**config.mk**
```make
export PLATFORM = sky130hd
export DESIGN_NAME = sci_interrupt_sources
export DESIGN_NICKNAME = d
export VERILOG_FILES = /design/src/sci_pkg.sv /design/src/sci_interrupt_sources.sv /design/src/sci_break_abort.sv
export VERILOG_INCLUDE_DIRS = /design/src
export SDC_FILE = /design/constraint.sdc
export NUM_CORES = 1
export LEC_CHECK = 0
export ABC_AREA = 0
export BUFFER_PORTS_ARGS = -buffer_cell sky130_fd_sc_hd__buf_2
export CAP_MARGIN = 20
export CORE_AREA = 8 8 66 68
export DETAILED_ROUTE_END_ITERATION = 8
export DIE_AREA = 0 0 74 76
export HOLD_SLACK_MARGIN = 0.06
export PLACE_DENSITY_LB_ADDON = 0.08
export SETUP_SLACK_MARGIN = 0.02
export SLEW_MARGIN = 0
export SYNTH_ARGS = -nofsm -noshare
export SYNTH_HDL_FRONTEND = slang
export SYNTH_SLANG_ARGS = --single-unit
export TNS_END_PERCENT = 20
```
**constraint.sdc**
```tcl
create_clock -name clk_sys -period 1.7 [get_ports clk_sys]
set_input_delay 0.34 -clock clk_sys [delete_from_list [all_inputs] [get_ports clk_sys]]
set_output_delay 0.34 -clock clk_sys [all_outputs]
set_load 0.1 [all_outputs]
```
**src/sci_params.svh**
```systemverilog
// Constants for the serial channel interrupt source block
//
// Contract
// - Two-bit receive mode: disabled, first char, all chars, special only.
// - First-char mode: first arriving or already held character sets receive pending.
// - Global interrupt enable low blocks every interrupt request.
// - First-char and special interrupts share pending; only vector status differs.
// - All-chars mode: every character sets receive pending, held ones too.
// - All-chars mode: receive pending clears when the character is popped.
// - All-chars mode: special condition never locks the FIFO.
// - Special-only mode: only special characters set receive pending.
// - Special-only mode: interrupt waits until the special character is read.
// - Special condition locks FIFO until the error reset command.
// - Transmit interrupt enable bit; buffer-empty status still pollable.
// - Transmit pending sets on each full-to-empty buffer transition.
// - Sync modes: end of CRC sets transmit pending, not buffer-empty.
// - Transmit pending clears on buffer write or reset command.
// - Pending bits stay readable with global enable cleared.
// - External/status master enable plus one enable per source.
// - Six sources: break/abort, underrun, CTS, carrier, sync/hunt, zero count.
// - Disabled source: no latch, live status, never interrupts; the code reads zero count as zero while it is disabled.
// - Any enabled source change closes all enabled latches together; underrun and zero count close only on their rising edge.
// - Latch closure sets pending; reset command reopens latches.
// - Master enable clear: pending never set, latches still work.
// - Break/abort only in async and SDLC; zero elsewhere.
// - Async break: null with framing error, holds on zeros, ends on one.
// - SDLC abort: seven ones set, zero clears, forces hunt.
// - Both break/abort edges close the latches while break/abort is enabled.
`ifndef SCI_PARAMS_SVH
`define SCI_PARAMS_SVH

`define SCI_ABORT_ONES 3'h7
`define SCI_SRC_BRK 0
`define SCI_SRC_EOM 1
`define SCI_SRC_CTS 2
`define SCI_SRC_DCD 3
`define SCI_SRC_SYN 4
`define SCI_SRC_ZC 5
`define SCI_NUM_SRC 6
`define SCI_SRC_RST 6'h00

`endif

```
**src/sci_pkg.sv**
```systemverilog
// Types shared by the serial channel interrupt source block
package sci_pkg;

    typedef enum logic [1:0]
    {
        RX_OFF = 2'b00,
        RX_FIRST = 2'b01,
        RX_ALL = 2'b10,
        RX_SPECIAL = 2'b11
    } sci_rxmode_e;

    typedef enum logic [1:0]
    {
        PR_ASYNC = 2'b00,
        PR_SDLC = 2'b01,
        PR_SYNC = 2'b10,
        PR_EXTSYNC = 2'b11
    } sci_proto_e;

    // Host command strobes, one cycle each
    typedef struct packed
    {
        logic rearmNextChar;
        logic errorReset;
        logic resetTxPending;
        logic resetExtStatus;
    } sci_cmd_s;

    // Pending bits as polled by the host
    typedef struct packed
    {
        logic ext;
        logic tx;
        logic rx;
    } sci_pend_s;

endpackage

```
**src/sci_interrupt_sources.sv**
```systemverilog
// Per-channel interrupt sources: receive, transmit and external/status
`timescale 1ns/1ns
`include "sci_params.svh"

module sci_interrupt_sources
(
    // Clock and reset
    input wire logic clk_sys,
    input wire logic rst,
    // Configuration
    input wire sci_pkg::sci_rxmode_e rxIntMode,
    input wire sci_pkg::sci_proto_e protoMode,
    input wire logic txIntEnable,
    input wire logic extIntEnable,
    input wire logic globalIntEnable,
    input wire logic [5:0] extSourceEnable,
    // Host commands
    input wire sci_pkg::sci_cmd_s cmd,
    // Receive FIFO side
    input wire logic rxCharPush,
    input wire logic rxFifoHasChar,
    input wire logic rxHeadSpecial,
    input wire logic rxFifoPop,
    // Receive bit stream
    input wire logic rxBitValid,
    input wire logic rxBit,
    input wire logic nullFramingErr,
    // Transmit side
    input wire logic txBufferWrite,
    input wire logic txBufferEmptied,
    input wire logic txCrcDone,
    // External/status sources
    input wire logic underrunEom,
    input wire logic ctsIn,
    input wire logic dcdIn,
    input wire logic syncHuntIn,
    input wire logic zeroCountIn,
    // Outputs
    output sci_pkg::sci_pend_s pendingBits,
    output logic intRequest,
    output logic rxVectorSpecial,
    output logic rxFifoLocked,
    output logic txBufferEmpty,
    output logic [5:0] mainStatus,
    output logic huntForce
);

    // ****************************************************************
    // Break and abort detection
    // ****************************************************************

    logic breakAbort;
    logic huntPulse;

    sci_break_abort breakDet
    (
        .clk_sys(clk_sys),
        .rst(rst),
        .protoMode(protoMode),
        .rxBitValid(rxBitValid),
        .rxBit(rxBit),
        .nullFramingErr(nullFramingErr),
        .breakAbort(breakAbort),
        .huntForce(huntPulse)
    );

    always_ff @(posedge clk_sys or posedge rst)
    begin
        if (rst)
            huntForce <= 1'b0;
        else
            huntForce <= huntPulse;
    end

    // ****************************************************************
    // Receive interrupts
    // ****************************************************************

    sci_pkg::sci_rxmode_e prevMode;
    logic firstArmed;
    logic rxPending;
    logic specialRead;

    // A special character leaving the FIFO raises the interrupt only after
    // it is gone, so status is read from a locked FIFO afterwards.
    assign specialRead = rxFifoPop && rxHeadSpecial;

    always_ff @(posedge clk_sys or posedge rst)
    begin
        if (rst)
            prevMode <= sci_pkg::RX_OFF;
        else
            prevMode <= rxIntMode;
    end

    always_ff @(posedge clk_sys or posedge rst)
    begin
        if (rst)
            firstArmed <= 1'b0;
        else if (rxIntMode != sci_pkg::RX_FIRST)
            firstArmed <= 1'b0;
        else if (prevMode != sci_pkg::RX_FIRST || cmd.rearmNextChar)
            firstArmed <= 1'b1;
        else if (rxCharPush || rxFifoHasChar)
            firstArmed <= 1'b0;
    end

    always_ff @(posedge clk_sys or posedge rst)
    begin
        if (rst)
            rxFifoLocked <= 1'b0;
        else if (rxIntMode == sci_pkg::RX_FIRST || rxIntMode == sci_pkg::RX_SPECIAL)
        begin
            if (specialRead)
                rxFifoLocked <= 1'b1;
            else if (cmd.errorReset)
                rxFifoLocked <= 1'b0;
        end
        else
            rxFifoLocked <= 1'b0;
    end

    always_ff @(posedge clk_sys or posedge rst)
    begin
        if (rst)
        begin
            rxPending <= 1'b0;
            rxVectorSpecial <= 1'b0;
        end
        else
        begin
            unique case (rxIntMode)
                sci_pkg::RX_OFF:
                begin
                    rxPending <= 1'b0;
                    rxVectorSpecial <= 1'b0;
                end

                sci_pkg::RX_FIRST:
                begin
                    // Both causes share one pending flag
                    if (specialRead)
                    begin
                        rxPending <= 1'b1;
                        rxVectorSpecial <= 1'b1;
                    end
                    else if (firstArmed && (rxCharPush || rxFifoHasChar))
                    begin
                        rxPending <= 1'b1;
                        rxVectorSpecial <= 1'b0;
                    end
                    else if (rxFifoPop && !rxVectorSpecial)
                        rxPending <= 1'b0;
                    else if (cmd.errorReset && rxVectorSpecial)
                    begin
                        rxPending <= 1'b0;
                        rxVectorSpecial <= 1'b0;
                    end
                end

                sci_pkg::RX_ALL:
                begin
                    // Pop clears; a further held character sets it again next cycle
                    if (rxFifoPop)
                        rxPending <= 1'b0;
                    else if (rxFifoHasChar || rxCharPush)
                        rxPending <= 1'b1;
                    rxVectorSpecial <= rxHeadSpecial;
                end

                sci_pkg::RX_SPECIAL:
                begin
                    if (specialRead)
                    begin
                        rxPending <= 1'b1;
                        rxVectorSpecial <= 1'b1;
                    end
                    else if (cmd.errorReset)
                    begin
                        rxPending <= 1'b0;
                        rxVectorSpecial <= 1'b0;
                    end
                end
            endcase
        end
    end

    // ****************************************************************
    // Transmit interrupts
    // ****************************************************************

    logic txPending;

    // End of CRC never sets this bit
    always_ff @(posedge clk_sys or posedge rst)
    begin
        if (rst)
            txBufferEmpty <= 1'b1;
        else if (txBufferEmptied)
            txBufferEmpty <= 1'b1;
        else if (txBufferWrite)
            txBufferEmpty <= 1'b0;
    end

    // Set wins over a clear landing in the same cycle
    always_ff @(posedge clk_sys or posedge rst)
    begin
        if (rst)
            txPending <= 1'b0;
        else if (txIntEnable && txBufferEmptied)
            txPending <= 1'b1;
        else if (txIntEnable && txCrcDone && protoMode != sci_pkg::PR_ASYNC)
            txPending <= 1'b1;
        else if (txBufferWrite || cmd.resetTxPending || !txIntEnable)
            txPending <= 1'b0;
    end

    // ****************************************************************
    // External/status interrupts
    // ****************************************************************

    logic [5:0] srcLive;
    logic [5:0] srcPrev;
    logic [5:0] srcHeld;
    logic [5:0] srcRise;
    logic [5:0] srcFall;
    logic [5:0] closeCause;

    logic latchClosed;
    logic closeNow;
    logic extPending;

    // Sources that are live only while enabled read zero when disabled
    always_comb
    begin
        srcLive = `SCI_SRC_RST;
        srcLive[`SCI_SRC_BRK] = breakAbort;
        srcLive[`SCI_SRC_EOM] = underrunEom;
        srcLive[`SCI_SRC_CTS] = ctsIn;
        srcLive[`SCI_SRC_DCD] = dcdIn;
        srcLive[`SCI_SRC_SYN] = syncHuntIn;
        srcLive[`SCI_SRC_ZC] = zeroCountIn && extSourceEnable[`SCI_SRC_ZC];
    end

    assign srcRise = srcLive & ~srcPrev;
    assign srcFall = ~srcLive & srcPrev;

    // Underrun and zero count close only on their rising edge
    genvar g;
    generate
        for (g = 0; g < `SCI_NUM_SRC; g = g + 1)
        begin : causeGen
            if (g == `SCI_SRC_EOM || g == `SCI_SRC_ZC)
            begin : riseOnly
                assign closeCause[g] = extSourceEnable[g] && srcRise[g];
            end
            else
            begin : bothEdges
                assign closeCause[g] = extSourceEnable[g] && (srcRise[g] || srcFall[g]);
            end
        end
    endgenerate

    assign closeNow = |closeCause;

    always_ff @(posedge clk_sys or posedge rst)
    begin
        if (rst)
            srcPrev <= `SCI_SRC_RST;
        else
            srcPrev <= srcLive;
    end

    // Reopen loses to a closing event in the same cycle
    always_ff @(posedge clk_sys or posedge rst)
    begin
        if (rst)
            latchClosed <= 1'b0;
        else if (closeNow && !latchClosed)
            latchClosed <= 1'b1;
        else if (cmd.resetExtStatus && !closeNow)
            latchClosed <= 1'b0;
    end

    // Held values follow the sources while open and freeze on closure;
    // a break/abort edge updates its bit even while closed so it is caught.
    always_ff @(posedge clk_sys or posedge rst)
    begin
        if (rst)
            srcHeld <= `SCI_SRC_RST;
        else if (!latchClosed)
            srcHeld <= srcLive;
        else if (closeCause[`SCI_SRC_BRK])
            srcHeld[`SCI_SRC_BRK] <= srcLive[`SCI_SRC_BRK];
    end

    // Pending follows the latch state, so reopening drops it
    // in the same cycle as the reset command
    always_ff @(posedge clk_sys or posedge rst)
    begin
        if (rst)
            extPending <= 1'b0;
        else if (extIntEnable && (closeNow || (latchClosed && !cmd.resetExtStatus)))
            extPending <= 1'b1;
        else
            extPending <= 1'b0;
    end

    // Status shows held values only for enabled sources with closed latches
    always_ff @(posedge clk_sys or posedge rst)
    begin
        if (rst)
            mainStatus <= `SCI_SRC_RST;
        else if (latchClosed)
            mainStatus <= (srcHeld & extSourceEnable) | (srcLive & ~extSourceEnable);
        else
            mainStatus <= srcLive;
    end

    // ****************************************************************
    // Request and polled pending bits
    // ****************************************************************

    always_ff @(posedge clk_sys or posedge rst)
    begin
        if (rst)
            pendingBits <= '0;
        else
        begin
            pendingBits.rx <= rxPending;
            pendingBits.tx <= txPending;
            pendingBits.ext <= extPending;
        end
    end

    always_ff @(posedge clk_sys or posedge rst)
    begin
        if (rst)
            intRequest <= 1'b0;
        else
            intRequest <= globalIntEnable && (rxPending || txPending || extPending);
    end

endmodule

```
**src/sci_break_abort.sv**
```systemverilog
// Break and abort detector on the received bit stream
`timescale 1ns/1ns
`include "sci_params.svh"

module sci_break_abort
(
    // Clock and reset
    input wire logic clk_sys,
    input wire logic rst,
    // Receiver
    input wire sci_pkg::sci_proto_e protoMode,
    input wire logic rxBitValid,
    input wire logic rxBit,
    input wire logic nullFramingErr,
    // Status
    output logic breakAbort,
    output logic huntForce
);

    logic [2:0] onesCount;

    always_ff @(posedge clk_sys or posedge rst)
    begin
        if (rst)
            onesCount <= 3'h0;
        else if (rxBitValid)
        begin
            if (!rxBit)
                onesCount <= 3'h0;
            else if (onesCount != `SCI_ABORT_ONES)
                onesCount <= onesCount + 3'h1;
        end
    end

    always_ff @(posedge clk_sys or posedge rst)
    begin
        if (rst)
        begin
            breakAbort <= 1'b0;
            huntForce <= 1'b0;
        end
        else
        begin
            huntForce <= 1'b0;
            unique case (protoMode)
                sci_pkg::PR_ASYNC:
                begin
                    if (nullFramingErr)
                        breakAbort <= 1'b1;
                    else if (rxBitValid && rxBit)
                        breakAbort <= 1'b0;
                end
                sci_pkg::PR_SDLC:
                begin
                    if (rxBitValid && rxBit && onesCount == `SCI_ABORT_ONES - 3'h1)
                    begin
                        breakAbort <= 1'b1;
                        huntForce <= !breakAbort;
                    end
                    else if (rxBitValid && !rxBit)
                        breakAbort <= 1'b0;
                end
                sci_pkg::PR_SYNC, sci_pkg::PR_EXTSYNC:
                    breakAbort <= 1'b0;
            endcase
        end
    end

endmodule

```
### Word level (Yosys, flattened, before mapping)

Index checks and enable logic that the tools add are counted.

| word-level totals | value |
|---|---|
| word-level logic and storage cells | 141 |
| bits of input ports | 34 |
| bits in registers | 38 |

| operators by class | value |
|---|---|
| reduce and logical (&&, ||, !) cells | 54 |
| $add $sub $neg | 1 |
| multiplexer cells | 37 |
| bitwise logic cells | 8 |
| equality and inequality tests | 20 |

Operators with widths:

| kind | number |
|---|---|
| $mux 1 | 31 |
| $logic_and 1x1->1 | 22 |
| $and 6x6->6 | 3 |
| $logic_or 1x1->1 | 12 |
| $ne 3x3->1 const B | 4 |
| $not 6->6 | 2 |
| $eq 2x2->1 const B | 4 |
| $pmux 1 s4 | 2 |
| $logic_not 1->1 | 7 |
| $mux 3 | 2 |
| $mux 6 | 1 |
| $ne 2x1->1 const B | 3 |
| $or 6x6->6 | 1 |
| $reduce_and 3->1 | 2 |
| $reduce_bool 2->1 | 3 |
| $reduce_bool 3->1 | 2 |
| $reduce_or 6->1 | 1 |
| $and 5x5->5 | 1 |
| $ne 5x2->1 const B | 1 |
| $not 5->5 | 1 |
| $eq 2x1->1 const B | 2 |
| $logic_not 2->1 | 2 |
| $ne 4x2->1 const B | 1 |
| $ne 4x4->1 const B | 1 |
| 8 further kinds | 9 |

### Depth between registers and ports, before layout

| depth | value |
|---|---|
| depth in word-level cells | 9 |
| gate-level depth with buffers | 6 |

### Hierarchy

A second synthesis with hierarchy kept.

| second synthesis, totals | value |
|---|---|
| cell total of the unflattened synthesis | 124 |
| area, all modules | 1565.3 um^2 |

Modules (own cells, without submodules):

| module | cells an instance | area an instance (um^2) | instances |
|---|---|---|---|
| sci_interrupt_sources | 99 | 1285.0 | 1 |
| sci_break_abort | 25 | 280.3 | 1 |

### Worst setup path before layout

No wires, ideal clock.

| timing path | value |
|---|---|
| path type | reg2reg |
| start point | register rxVectorSpecial |
| end point | register rxPending |
| library setup time | 0.128 ns |
| arrival time | 1.631 ns |
| stages on the path, launching flop included | 4 |
| slack | -0.058 ns |
| period minus slack after synthesis | 1.758 ns |
| required time | 1.572 ns |
| cells stage by stage | dfrtp_1 a21oi_1 a32oi_1 mux2_1 |

| between the ends | value |
|---|---|
| word-level cells in the longest chain between the ends | 6 |

RTL lines:

| item | line | source |
|---|---|---|
| start, declared | sci_interrupt_sources.sv:41 | `output logic rxVectorSpecial,` |
| start signal, assigned | sci_interrupt_sources.sv:168 | `rxVectorSpecial <= rxHeadSpecial;` |
| $logic_not 1->1 | sci_interrupt_sources.sv:152 | `else if (rxFifoPop && !rxVectorSpecial)` |
| $logic_and 1x1->1 | sci_interrupt_sources.sv:152 |  |
| $mux 1 | sci_interrupt_sources.sv:152 |  |
| $mux 1 | sci_interrupt_sources.sv:147 | `else if (firstArmed && (rxCharPush \|\| rxFifoHasChar))` |
| $mux 1 | sci_interrupt_sources.sv:142 | `if (specialRead)` |
| $pmux 1 s4 | sci_interrupt_sources.sv:132 | `unique case (rxIntMode)` |
| end signal, assigned | sci_interrupt_sources.sv:144 | `rxPending <= 1'b1;` |
| end signal, assigned | sci_interrupt_sources.sv:149 | `rxPending <= 1'b1;` |
| end signal, assigned | sci_interrupt_sources.sv:153 | `rxPending <= 1'b0;` |
| end, declared | sci_interrupt_sources.sv:81 | `logic rxPending;` |

Several ways; a longest one is shown, not always the timed one.
A chain may end at the register's enable or synchronous reset.

### Worst setup path after layout

| timing path | value |
|---|---|
| start point | register txBufferEmpty |
| end point | output port txBufferEmpty |

RTL lines:

| item | line | source |
|---|---|---|
| start, declared | sci_interrupt_sources.sv:43 | `output logic txBufferEmpty,` |
| start signal, assigned | sci_interrupt_sources.sv:198 | `txBufferEmpty <= 1'b1;` |
| start signal, assigned | sci_interrupt_sources.sv:200 | `txBufferEmpty <= 1'b1;` |
| start signal, assigned | sci_interrupt_sources.sv:202 | `txBufferEmpty <= 1'b0;` |

No word-level cell between the ends.

==> summary.txt <==
Status
  • Outcome: finished clean

Timing
  • Relative slew slack: 66.97%
  • Final Setup Violations: 0
  • Final period utilization: 95.68%
  • Skew final: 0.01050 ns
  • Highest clock rate: 614.8 MHz
  • RSZ-0062 raised after global routing: false
  • Final worst path period need: 1.627 ns
  • Final slew viol count: 0
  • Hold WS: 0.1408 ns
  • Sum Neg Setup Slack: 0 ns
  • Hold Fails Final Rpt: 0
  • Slew @ Worst Pin: 0.4989 ns

Floorplanning
  • Die footprint: 5624 um^2
  • Die W: 74 um
  • Core Box Area: 3441 um^2
  • IO Pins: 48
  • Die Y-Extent: 76 um
  • Row count: 22
  • Starting density of the core: 45.67%

Global route
  • Largest net degree at the start of global routing: 25
  • GRT Util Overall: 12.22%
  • Number of global-route vias before repair: 1264
  • GRT overflow: 0
  • First-pass GRT wire length: 5457 um
  • Antenna violations before repair: 0

Power
  • Psw: 0.0008083 W
  • Combinational fraction of design power: 28.5%
  • Switching Fraction: 36.76%
  • PwrDens: 1129 nW/um^2
  • Leakage: 0.9989 nW
  • Pint: 0.001390 W
  • Reg power frac: 49.4%
  • Worst IR Drop VDD: 688.7 uV
  • Clk pwr share: 22.1%

Synthesis
  • Yosys cell types: 32
  • Ys flop type: dfrtp_1
  • Flops & latches, synth: 38
  • Syn_nets: 174
  • Cells after Synth: 137
  • Yosys warning total: 0
  • Register area share after synthesis: 60.59%
  • EDFF count, synth: 0
  • Mapped Area: 1572 um^2
  • Average instance area after synthesis: 11.47 um^2
  • Synth async-reset ratio: 100.0%

Final layout
  • Fin nets: 229
  • Area occupied by multi-input gates: 564.3 um^2
  • Synth-to-layout area growth: 23.89%
  • # fillers: 315
  • Most frequent cells in the layout: 47 x buf_2, 36 x dfrtp_1, 21 x nand2_1
  • Reg area: 953.4 um^2
  • Antenna Cells: 0
  • Final Instance Area: 1947 um^2
  • Proportion of layout cells with a drive suffix above 1: 37.31%
  • Leading cell type in the layout, fill and taps excluded: buf_2
  • Final design utilization: 56.58%
  • Final cell count without fillers: 241

Worst setup path
  • Crit start category: flop
  • Crit path cell chain: buf_2
  • Worst setup path class: flop to primary output
  • Top cell family by delay on the critical path: flip-flops
  • Largest stage delay on the critical path: 0.54 ns
  • Crit Path Max Fanout: 2
  • Worst EP required: 1.36 ns
  • Arrival time at the worst endpoint: 1.29 ns
  • Levels on crit path: 1
  • RR Endpoint: breakDet.onesCount[2]
  • R2R setup slack: 0.31 ns
  • Buf/Inv on CP: 1
  • Reg2reg path depth: 5
  • Crit path capture: txBufferEmpty
  • Slowest CP cell: dfstp_2
  • Kind of end point of the critical path: primary output
  • CP Launch Point: txBufferEmpty
  • Reg-to-reg startpoint: breakDet.onesCount[0]

Placement
  • Port bufs: 47
  • DP HPWL: 2478 um
  • Global placement routability congestion: 0.7512
  • Placed cell areas: 1873 um^2
  • Dpl cells: 232

Run
  • Max_cap viols: 0

CTS
  • Reg clk slew, reported paths: 0.11 ns
  • Setup bufs post-CTS: 0
  • Number of hold buffers added after cts: 1
  • Clk Latency, worst-skew pair: 0.34 ns
  • Sink Count: 38
  • CTS Buffer Depth: 2
  • CTS H-tree lvls: 2
  • Number of buffers created by CTS: 5
  • Number of gates resized after cts: 0
  • CTS tree: built
  • Clk root buf: clkbuf_4

Min path
  • Worst Hold Class: primary input to flop
  • Hold Path Origin: underrunEom

Routing
  • First drt pass iteration count: 4
  • Avg WL per Cell: 13.19 um
  • Detail Route Antenna Nets: 0
  • Via Count: 1181
  • Vias per inst: 4.900
  • Drt drc: 0
  • DRT Wirelength: 3178 um
  • Detailed router's first-iteration violation count: 62
==> power groups by stage <==
stage	Sequential [W]	Clock [W]	Combinational (W)
3_3_place_gp	0.00110	0	0.000618
2_1_floorplan	0.00140	0	0.000181
3_5_place_dp	0.00111	0	0.000631
6_report	0.00109	0.000486	0.000627
4_1_cts	0.00109	0.000510	0.000634
5_1_grt	0.00110	0.000544	0.000669
==> routing by layer <==
layer	GRT usage [%]	share of wire, %
met1	13.25	41
met2	19.89	48
met3	5.395	9.2
met4	5.000	1.9
met5	0	0
==> area by class of cell <==
cell class | instances | area share, %
sequential | 38 | 48.97
timing repair buffer | 50 | 13.37
inverter | 12 | 2.314
multi-input combinational | 85 | 28.98
clock buffer | 6 | 2.635
tap | 48 | 3.085
clock inverter | 2 | 0.6427
==> sequential cells by signal, indices dropped and copies added (netlist names) <==
| register | flops |
|---|---|
| latchClosed | 1 |
| extPending | 1 |
| srcPrev | 6 |
| huntForce | 1 |
| firstArmed | 1 |
| rxVectorSpecial | 1 |
| txBufferEmpty | 1 |
| pendingBits | 3 |
| prevMode | 2 |
| rxFifoLocked | 1 |
| breakDet.onesCount | 3 |
| srcHeld | 6 |
| breakDet.breakAbort | 1 |
| mainStatus | 6 |
| breakDet.huntForce | 1 |
| txPending | 1 |
| intRequest | 1 |
| rxPending | 1 |
==> synth_stat cells (2+ instances only) <==
cell type,count,area share (%)
a22oi_1,4,1.9
nor2_1,4,0.96
nand3b_1,3,1.4
mux2_2,9,6.4
and2_1,2,0.80
a22o_2,2,1.3
o22ai_1,2,0.80
nand2_1,21,5.0
o21a_1,2,0.96
dfrtp_1,37,59
buf_2,2,0.64
xor2_1,4,2.2
inv_1,12,2.9
o21ai_0,7,2.2
a21oi_1,6,1.9
nand2b_1,2,0.80
ha_1,3,2.4
==> through the flow <==
step,worst slack [ns],total power (W)
CTS,0.04737,0.002231
global route,0.03657,0.002317
floorplan,0.2341,0.001585
finish,0.07347,0.002199
global placement,0.2896,0.001718
detailed placement,0.2693,0.001737
==> worst min path at each step <==
stage / to / slack [ns] / cells past startpoint
global route: srcPrev[1] / 0.11 / 1
global placement: huntForce / 0.33 / 0
finish: srcPrev[1] / 0.14 / 1
floorplan: huntForce / 0.33 / 0
CTS: srcPrev[1] / 0.12 / 1
detailed placement: huntForce / 0.34 / 0
==> kinds of logic after synthesis <==
family,share of synthesized area [%]
flops,60.59
xor+xnor,2.229
buf+inv,3.503
fa+ha+maj,2.389
mux,7.166
simple gates,10.91
compound gates,13.22
==> worst register-to-register path: stages (launching register included) <==
cell and delay [ns]:
dfrtp_1 0.43, ha_1 0.22, ha_1 0.22, nor2b_1 0.21, a22oi_1 0.10, o22ai_1 0.13
Power figures use the tool's default switching activity.
